`src/rtl/rtc_flags_pkg.sv`:
```
// Constants, register map and carrier types of the real-time counter flag/status slice.
// Assumes an APB master with 32-bit data; every register occupies one aligned word.
package rtc_flags_pkg;

  // ---------------------------------------------------------------
  // Register indices (printed offsets); byte address is four times
  // ---------------------------------------------------------------
  localparam logic [7:0] IDX_ENCLR = 8'h06;
  localparam logic [7:0] IDX_ENSET = 8'h07;
  localparam logic [7:0] IDX_FLAGS = 8'h08;
  localparam logic [7:0] IDX_STATUS = 8'h0A;
  localparam logic [7:0] IDX_DBG = 8'h0B;
  localparam logic [7:0] IDX_TRIM = 8'h0C;
  localparam logic [7:0] IDX_COUNT = 8'h10;
  localparam logic [7:0] IDX_CTRL = 8'h00;
  localparam logic [7:0] IDX_COMP0 = 8'h18;
  localparam logic [7:0] IDX_COMP1 = 8'h19;

  // ---------------------------------------------------------------
  // Field positions
  // ---------------------------------------------------------------
  localparam int BIT_WRAP = 7;
  localparam int BIT_SYNC_DONE = 6;
  localparam int BIT_MATCH1 = 1;
  localparam int BIT_MATCH0 = 0;
  localparam int BIT_BUSY = 7;
  localparam int BIT_RUN_DBG = 0;
  localparam int BIT_TRIM_SIGN = 7;
  localparam int BIT_CTRL_ENABLE = 1;
  localparam int BIT_CTRL_SWRST = 0;
  localparam int BIT_CTRL_MCLR = 7;
  localparam int POS_CTRL_MODE = 2;

  // ---------------------------------------------------------------
  // Reset values and timing
  // ---------------------------------------------------------------
  localparam logic [7:0] RST_BYTE = 8'h00;
  localparam logic [31:0] RST_WORD = 32'h00000000;
  localparam logic [7:0] FLAG_MASK = 8'hC3;
  localparam int TRIM_PERIOD = 128;
  localparam int SYNC_CYCLES = 2;

  typedef enum logic [1:0] {
    MODE_COUNT32 = 2'b00,
    MODE_COUNT16 = 2'b01,
    MODE_CALENDAR = 2'b10
  } mode_type;

  typedef struct packed {
    logic sign;
    logic [6:0] value;
  } trim_type;

  typedef struct packed {
    logic clear_on_match;
    mode_type mode;
    logic enable;
    logic swrst;
  } ctrl_type;

endpackage

```
`src/rtl/rtc_flags_status_count.sv`:
```
// Real-time counter slice: flags, enables, busy status, debug halt, rate trim and counter over APB.
// Assumes sys_clk runs the register side; counter_clock_tick marks each counter-clock cycle.
//
// Summary of operation
// - Counter overflow sets wrap flag bit 7
// - Writing one clears flag; zero no effect
// - Set flag with enable raises interrupt
// - Busy fall sets sync done, except enable/reset
// - 32-bit mode match sets match0 flag
// - 16-bit mode has two match flags
// - Calendar alarm match sets alarm flag
// - Busy bit tracks register synchronization
// - Counter halts in debug unless run bit
// - Run bit survives software reset
// - Trim sign selects correction direction
// - Trim magnitude scales correction; zero disables
// - Count register full 32-bit read/write
// - Enable set/clear views, ones act only
// - 32-bit mode match clears counter when clear_on_match set
//
// Added by the designer: register access over APB.
`timescale 1ns/1ps
module rtc_flags_status_count
  import rtc_flags_pkg::*;
#(
  parameter int ADDR_WIDTH = 8
) (
  // Clock and reset
  input wire logic sys_clk,
  input wire logic sys_rst,
  // Counter time base and system state
  input wire logic counter_clock_tick,
  input wire logic debug_mode,
  // APB slave
  input wire logic psel,
  input wire logic penable,
  input wire logic pwrite,
  input wire logic [ADDR_WIDTH-1:0] paddr,
  input wire logic [31:0] pwdata,
  output logic [31:0] prdata,
  output logic pready,
  output logic pslverr,
  // Interrupt
  output logic irq
);

  // ---------------------------------------------------------------
  // Bus decode
  // ---------------------------------------------------------------
  logic setup_ok;
  logic access_ok;
  logic wr_en;
  logic [7:0] idx;
  logic mapped;
  logic wr_flags;
  logic wr_enclr;
  logic wr_enset;
  logic wr_dbg;
  logic wr_trim;
  logic wr_count;
  logic wr_ctrl;
  logic wr_comp0;
  logic wr_comp1;

  // Registers answer with no wait state: setup, then access with pready high
  assign setup_ok = psel & ~penable;
  assign access_ok = psel & penable & pready;
  assign wr_en = access_ok & pwrite;
  assign idx = 8'(paddr >> 2);

  // One decode of the index gives both the write strobes and the map check, so they cannot disagree
  always_comb begin
    mapped = 1'b1;
    wr_flags = 1'b0;
    wr_enclr = 1'b0;
    wr_enset = 1'b0;
    wr_dbg = 1'b0;
    wr_trim = 1'b0;
    wr_count = 1'b0;
    wr_ctrl = 1'b0;
    wr_comp0 = 1'b0;
    wr_comp1 = 1'b0;
    unique case (idx)
      IDX_FLAGS: begin
        wr_flags = wr_en;
      end
      IDX_ENCLR: begin
        wr_enclr = wr_en;
      end
      IDX_ENSET: begin
        wr_enset = wr_en;
      end
      IDX_DBG: begin
        wr_dbg = wr_en;
      end
      IDX_TRIM: begin
        wr_trim = wr_en;
      end
      IDX_COUNT: begin
        wr_count = wr_en;
      end
      IDX_CTRL: begin
        wr_ctrl = wr_en;
      end
      IDX_COMP0: begin
        wr_comp0 = wr_en;
      end
      IDX_COMP1: begin
        wr_comp1 = wr_en;
      end
      IDX_STATUS: begin
        mapped = 1'b1; // Read only: a write is accepted and ignored
      end
      default: begin
        mapped = 1'b0;
      end
    endcase
  end

  // ---------------------------------------------------------------
  // Control state
  // ---------------------------------------------------------------
  ctrl_type ctrl_ff;
  trim_type trim_ff;
  logic run_in_debug_ff;
  logic [7:0] irq_enable_ff;
  logic [7:0] irq_flags_ff;
  logic [31:0] count_ff;
  logic [31:0] comp0_ff;
  logic [15:0] comp1_ff;
  logic [31:0] alarm_ff;
  logic sync_in_progress_ff;
  logic [1:0] sync_cnt_ff;
  logic sync_quiet_ff;
  logic [6:0] trim_phase_ff;
  logic swrst_now;

  assign swrst_now = wr_ctrl & pwdata[BIT_CTRL_SWRST];

  always_ff @(posedge sys_clk) begin
    if (sys_rst || swrst_now) begin
      ctrl_ff <= '0;
    end else if (wr_ctrl) begin
      ctrl_ff.clear_on_match <= pwdata[BIT_CTRL_MCLR];
      ctrl_ff.mode <= mode_type'(pwdata[POS_CTRL_MODE +: 2]);
      ctrl_ff.enable <= pwdata[BIT_CTRL_ENABLE];
      ctrl_ff.swrst <= 1'b0;
    end
  end

  // Software reset leaves it; only a full reset or a write of zero clears it
  always_ff @(posedge sys_clk) begin
    if (sys_rst) begin
      run_in_debug_ff <= 1'b0;
    end else if (wr_dbg) begin
      run_in_debug_ff <= pwdata[BIT_RUN_DBG];
    end
  end

  always_ff @(posedge sys_clk) begin
    if (sys_rst || swrst_now) begin
      trim_ff <= trim_type'(RST_BYTE);
    end else if (wr_trim) begin
      trim_ff <= trim_type'(pwdata[7:0]);
    end
  end

  always_ff @(posedge sys_clk) begin
    if (sys_rst || swrst_now) begin
      irq_enable_ff <= RST_BYTE;
    end else if (wr_enset) begin
      irq_enable_ff <= irq_enable_ff | (pwdata[7:0] & FLAG_MASK);
    end else if (wr_enclr) begin
      irq_enable_ff <= irq_enable_ff & ~pwdata[7:0];
    end
  end

  always_ff @(posedge sys_clk) begin
    if (sys_rst || swrst_now) begin
      comp0_ff <= RST_WORD;
      comp1_ff <= RST_WORD[15:0];
      alarm_ff <= RST_WORD;
    end else begin
      if (wr_comp0) begin
        comp0_ff <= pwdata;
        alarm_ff <= pwdata;
      end
      if (wr_comp1) begin
        comp1_ff <= pwdata[15:0];
      end
    end
  end

  // ---------------------------------------------------------------
  // Synchronization busy
  // ---------------------------------------------------------------
  // Writes to synchronized registers hold busy for a fixed crossing time
  logic sync_start;
  logic quiet_start;
  assign sync_start = wr_count | wr_trim | wr_ctrl | wr_comp0 | wr_comp1;
  // Enabling or resetting runs the same window, but its end must not raise sync done
  assign quiet_start = wr_ctrl & (pwdata[BIT_CTRL_SWRST] | (pwdata[BIT_CTRL_ENABLE] & ~ctrl_ff.enable));

  always_ff @(posedge sys_clk) begin
    if (sys_rst) begin
      sync_in_progress_ff <= 1'b0;
      sync_cnt_ff <= 2'h0;
      sync_quiet_ff <= 1'b0;
    end else if (sync_start) begin
      sync_in_progress_ff <= 1'b1;
      sync_cnt_ff <= 2'(SYNC_CYCLES);
      sync_quiet_ff <= quiet_start;
    end else if (sync_cnt_ff != 2'h0) begin
      sync_cnt_ff <= sync_cnt_ff - 2'h1;
      if (sync_cnt_ff == 2'h1) begin
        sync_in_progress_ff <= 1'b0;
      end
    end
  end

  logic sync_done_evt;
  assign sync_done_evt = sync_in_progress_ff & (sync_cnt_ff == 2'h1) & ~sync_start & ~sync_quiet_ff;

  // ---------------------------------------------------------------
  // Rate trim and counting
  // ---------------------------------------------------------------
  // A tick is dropped (sign 0) or doubled (sign 1) VALUE times in every 128 ticks
  logic halted;
  logic tick;
  logic trim_hit;
  logic [1:0] step;
  logic [31:0] cnt_next;
  logic wrap_evt;
  logic [31:0] wrap_top;

  assign halted = debug_mode & ~run_in_debug_ff;
  assign tick = ctrl_ff.enable & counter_clock_tick & ~halted;
  assign trim_hit = (trim_ff.value != 7'h00) & (trim_phase_ff < trim_ff.value);

  always_comb begin
    step = 2'h1;
    if (trim_hit) begin
      step = trim_ff.sign ? 2'h2 : 2'h0;
    end
  end

  always_ff @(posedge sys_clk) begin
    if (sys_rst || swrst_now) begin
      trim_phase_ff <= 7'h00;
    end else if (tick) begin
      trim_phase_ff <= trim_phase_ff + 7'h01;
    end
  end

  logic match0;
  logic match1;

  // The unused mode code counts and matches as the 32-bit counter, but never clears on match
  always_comb begin
    match0 = 1'b0;
    match1 = 1'b0;
    wrap_top = 32'hFFFFFFFF;
    unique case (ctrl_ff.mode)
      MODE_COUNT16: begin
        wrap_top = 32'h0000FFFF;
        match0 = (count_ff[15:0] == comp0_ff[15:0]);
        match1 = (count_ff[15:0] == comp1_ff);
      end
      MODE_CALENDAR: begin
        match0 = (count_ff == alarm_ff);
      end
      default: begin
        match0 = (count_ff == comp0_ff);
      end
    endcase
  end

  always_comb begin
    cnt_next = count_ff + {30'h0, step};
    wrap_evt = tick & (step != 2'h0) & (count_ff > wrap_top - {30'h0, step});
    if (wrap_evt) begin
      cnt_next = 32'(count_ff + {30'h0, step} - wrap_top - 32'h1);
    end
  end

  always_ff @(posedge sys_clk) begin
    if (sys_rst || swrst_now) begin
      count_ff <= RST_WORD;
    end else if (wr_count) begin
      count_ff <= pwdata;
    end else if (tick) begin
      if (match0 && ctrl_ff.clear_on_match && ctrl_ff.mode == MODE_COUNT32) begin
        count_ff <= RST_WORD;
      end else begin
        count_ff <= cnt_next;
      end
    end
  end

  // ---------------------------------------------------------------
  // Flags and interrupt
  // ---------------------------------------------------------------
  logic [7:0] flag_set;
  logic [7:0] flag_clr;

  always_comb begin
    flag_set = 8'h00;
    flag_set[BIT_WRAP] = wrap_evt;
    flag_set[BIT_SYNC_DONE] = sync_done_evt;
    flag_set[BIT_MATCH0] = tick & match0;
    flag_set[BIT_MATCH1] = tick & match1;
    flag_clr = wr_flags ? pwdata[7:0] : 8'h00;
  end

  always_ff @(posedge sys_clk) begin
    if (sys_rst || swrst_now) begin
      irq_flags_ff <= RST_BYTE;
    end else begin
      irq_flags_ff <= ((irq_flags_ff & ~flag_clr) | flag_set) & FLAG_MASK;
    end
  end

  // Registered output: one cycle of lag is traded for a glitch-free request line
  always_ff @(posedge sys_clk) begin
    if (sys_rst) begin
      irq <= 1'b0;
    end else begin
      irq <= |(irq_flags_ff & irq_enable_ff);
    end
  end

  // ---------------------------------------------------------------
  // APB answer
  // ---------------------------------------------------------------
  logic [31:0] rd_mux;
  logic [7:0] ctrl_view;
  logic [7:0] status_view;

  // Software reset is self-clearing, so it always reads back as zero
  always_comb begin
    ctrl_view = 8'h00;
    ctrl_view[BIT_CTRL_MCLR] = ctrl_ff.clear_on_match;
    ctrl_view[POS_CTRL_MODE +: 2] = ctrl_ff.mode;
    ctrl_view[BIT_CTRL_ENABLE] = ctrl_ff.enable;
    status_view = 8'h00;
    status_view[BIT_BUSY] = sync_in_progress_ff;
  end

  always_comb begin
    rd_mux = 32'h00000000;
    unique case (idx)
      IDX_ENCLR, IDX_ENSET: rd_mux = {24'h0, irq_enable_ff};
      IDX_FLAGS: rd_mux = {24'h0, irq_flags_ff};
      IDX_STATUS: rd_mux = {24'h0, status_view};
      IDX_DBG: rd_mux = {31'h0, run_in_debug_ff};
      IDX_TRIM: rd_mux = {24'h0, trim_ff};
      IDX_COUNT: rd_mux = count_ff;
      IDX_CTRL: rd_mux = {24'h0, ctrl_view};
      IDX_COMP0: rd_mux = comp0_ff;
      IDX_COMP1: rd_mux = {16'h0, comp1_ff};
      default: rd_mux = 32'h00000000;
    endcase
  end

  always_ff @(posedge sys_clk) begin
    if (sys_rst) begin
      pready <= 1'b0;
      pslverr <= 1'b0;
      prdata <= 32'h00000000;
    end else begin
      // Every access is answered in the cycle right after its setup
      pready <= setup_ok;
      pslverr <= setup_ok & ~mapped;
      prdata <= (setup_ok & ~pwrite) ? rd_mux : 32'h00000000;
    end
  end

endmodule // rtc_flags_status_count

```
`config.mk`:
```
export PLATFORM = sky130hd
export DESIGN_NAME = rtc_flags_status_count
export DESIGN_NICKNAME = d
export VERILOG_FILES = /design/src/rtl/rtc_flags_pkg.sv /design/src/rtl/rtc_flags_status_count.sv
export SDC_FILE = /design/constraint.sdc
export NUM_CORES = 1
export LEC_CHECK = 0
export BUFFER_PORTS_ARGS = -buffer_cell sky130_fd_sc_hd__buf_2
export CORE_ASPECT_RATIO = 0.6
export CORE_MARGIN = 1.5
export CORE_UTILIZATION = 34
export CTS_CLUSTER_SIZE = 25
export DETAILED_ROUTE_END_ITERATION = 12
export PLACE_DENSITY_LB_ADDON = 0.05
export SYNTH_ARGS = -nofsm -noshare
export SYNTH_HDL_FRONTEND = slang
export SYNTH_SLANG_ARGS = --single-unit
```
`constraint.sdc`:
```
create_clock -name sys_clk -period 9.4 [get_ports sys_clk]
set_input_delay 0.47 -clock sys_clk [delete_from_list [all_inputs] [get_ports sys_clk]]
set_output_delay 0.47 -clock sys_clk [all_outputs]
set_load 0.01 [all_outputs]
```
==> results.cfg <==
[outcome]
status = finished clean

[cts]
cts_sinks = 151
cts_setup_buffers = 0
cts_made_buffers = 17
tritoncts = done
cts_hold_buf = 0
cts_htree_levels = 4
cts_max_path_buffers = 2
clkTransAtPathRegs_ns = 0.06
ctsResizeCount = 0
worstSkewPairLatency_ns = 0.45
cts_root_buf = clkbuf_16

[setup_path]
cp_max_fo = 5
crit_chain = inv_1 -> ha_1 -> a2111oi_1 -> or3_4 -> o211ai_4 -> inv_1 -> and2_1 -> ha_1 -> a21oi_1 -> nor3_2 -> and3_1 -> nand2_1 -> xor2_1 -> inv_1 -> ha_1 -> a21o_1 -> a41oi_1 -> nand3_1 -> and3_1 -> a41oi_1 -> xnor2_1 -> mux2i_1 -> o22ai_1
start_kind = register
path_delay_family = simple AND/OR/NAND/NOR gates
endpoint_kind = register
slowest_stage = dfxtp_1
path_buf_inv = 3
path_class = register to register
max_stage_delay_ns = 0.42
cp.arrival_ns = 5.65
cp.required_ns = 9.68

[synthesis]
synth_seq_cells = 151
yosys_warnings = 0
yosysMostFrequentCell = nand2_1
syn_nets = 1184
netlist_instances = 1093
yosysUniqueCellTypes = 74
yosysSeqAreaShare = 0.347
synthTopCellsByArea = dfxtp_1 (35%), nand2_1 (9.1%), a21oi_1 (7.2%)
synth_ff_type = dfxtp_1
synth_edf_count = 0
async_flop_share = 0
synthTopCellsByCount = nand2_1 (212), dfxtp_1 (151), a21oi_1 (125)
synth_top_area_share = 0.347
netlist_area_sq_um = 8710
syn_avg_cell_area_sq_um = 7.97
synth_top_cell_by_area = dfxtp_1

[global_routing]
grt_overflow = 0
grt_pass1_vias = 7157
grt_antenna_before_repair = 1
grt_max_degree = 81
grt_use_total = 0.229
grt_pass1_wl_microns = 45800

[pwr]
pwr_density_cell_nw_per_um2 = 143
leakagePower_nw = 3.96
seqPwrFrac = 0.455
clkPwrFrac = 0.513
switching_share = 0.229
ir_drop_mv = 0.113
p_int_mw = 1.09
switchingPower_mw = 0.323
combPwrFrac = 0.032

[placed_design]
dp_hpwl_microns = 21400
gp_congestion = 0.790
io_buffers = 79
placed_cells = 1431

[route]
drc = 0
drt-initial-drc-count = 658
wl_per_cell_microns = 20.2
drt_wl_total_microns = 29500
ant_nets = 0
vias = 7904
drt-pass1-iter-count = 5
via_per_inst = 5.40

[timing]
rsz0062_at_grt = no
setup_viol = 0
tightest_slew_ns = 1.19
slew-limit-headroom = 0.205
post-route-min-period_ns = 5.36
clock.fmax_ghz = 0.186
drv_slew = 0
hold_violations = 0
final.setup.tns_ns = 0
fin_skew_ns = 0.0135
period_share = 0.570

[cells_and_area]
finalNetCount = 1212
n_antenna_cell = 0
layout.cells.non_filler = 1463
drive_gt1_frac = 0.130
area_growth_syn_to_layout_pct = 13.1

[die]
num_rows = 45
dieArea_sq_um = 26600
die_w_microns = 210
io_pins = 82
core_sq_um = 25200
initial_utilization = 0.345
die_y_microns = 127

[worst_hold_path]
hp-class = primary input to register

[run]
maxCapViolations = 0
==> stage by stage <==
stage	power [mW]	area (sq um)	hold WS [ns]	utilization	setup WS [ns]
6_report	1.41	9850	0.217	0.391	4.04
4_1_cts	1.42	9850	0.197	0.391	4.08
3_5_place_dp	0.699	9240	0.449	0.366	4.14
3_3_place_gp	0.699	9240	0.456	0.366	4.14
2_1_floorplan	0.674	8710	0.432	-	4.83
5_1_grt	1.45	9850	0.199	0.391	3.59
==> sequential cells by signal, indices dropped and copies added, names as in the netlist, named ones only <==
signal	cells
alarm_ff	32
comp1_ff	16
count_ff	32
ctrl_ff	4
irq	1
irq_enable_ff	4
irq_flags_ff	4
prdata	32
pready	1
pslverr	1
run_in_debug_ff	1
sync_cnt_ff	2
sync_in_progress_ff	1
sync_quiet_ff	1
trim_ff	8
trim_phase_ff	7
==> placed cells by master (no fill, tap or decap), types with 3 or more instances in the layout <==
| cell | count |
|---|---|
| nand2_1 | 212 |
| dfxtp_1 | 151 |
| a21oi_1 | 125 |
| buf_2 | 79 |
| xor2_1 | 62 |
| nor2_1 | 52 |
| nand3_1 | 50 |
| a22oi_1 | 43 |
| ha_1 | 42 |
| xnor2_1 | 25 |
| and3_1 | 20 |
| a31oi_1 | 20 |
| inv_1 | 19 |
| clkbuf_16 | 17 |
| nand2b_1 | 13 |
| nand4_1 | 13 |
| nor3_1 | 13 |
| nor4_1 | 13 |
| o21ai_0 | 11 |
| mux2i_1 | 10 |
| buf_4 | 10 |
| and2_1 | 8 |
| a21o_1 | 8 |
| and4_1 | 7 |
| o211ai_1 | 7 |
| nor3b_1 | 6 |
| a222oi_1 | 5 |
| nor3_2 | 4 |
| a221oi_1 | 4 |
| nor2b_1 | 4 |
| or3_1 | 4 |
| a31o_1 | 4 |
| a211oi_1 | 3 |
| o21a_1 | 3 |
| o311ai_1 | 3 |
| a41oi_1 | 3 |
| o22ai_1 | 3 |
| bufinv_16 | 3 |
| clkbuf_1 | 3 |
| clkinv_4 | 3 |
==> cell type report <==
| class | instances | area [sq um] |
|---|---|---|
| multi-input cells | 841 | 5260 |
| well taps | 329 | 412 |
| clock buffers | 22 | 464 |
| clock inverters | 10 | 145 |
| flip-flops and latches | 151 | 3020 |
| inverters | 21 | 78.8 |
| fillers | 2659 | 15400 |
| repair buffers | 89 | 470 |
==> power by group through the flow <==
stage	Clock [mW]	Sequential (mW)	Combinational [mW]
3_5_place_dp	0	0.655	0.0443
6_report	0.723	0.640	0.0446
4_1_cts	0.735	0.640	0.0444
3_3_place_gp	0	0.655	0.0445
2_1_floorplan	0	0.655	0.0190
5_1_grt	0.765	0.640	0.0475
==> per-layer routing <==
| layer | vias to the layer above | GRT usage | routed length (microns) |
|---|---|---|---|
| li1 | 3908 | - | - |
| met1 | 3722 | 0.387 | 16800 |
| met2 | 255 | 0.279 | 10500 |
| met3 | 19 | 0.0443 | 1960 |
| met4 | 0 | 0.0533 | 297 |
| met5 | - | 0 | 0 |
==> final timing paths <==
path / from / to / slack, ns / cells after the start
worst max-delay path: trim_ff[1] / count_ff[29] / 4.04 / 23
worst min-delay path: penable / pready / 0.22 / 2
worst max register to register: trim_ff[1] / count_ff[29] / 4.04 / 23
worst min register to register: sync_quiet_ff / sync_quiet_ff / 0.46 / 2
==> cell families after synthesis <==
kind of cell / synth area share
muxes: 0.0128
DFF: 0.347
and+or+nand+nor: 0.241
buffers and inverters: 0.0513
AOI/OAI and AO/OA: 0.195
xor gates and xnor gates: 0.0875
adders and majority gates: 0.0650
(Power assumes the default switching activity.)
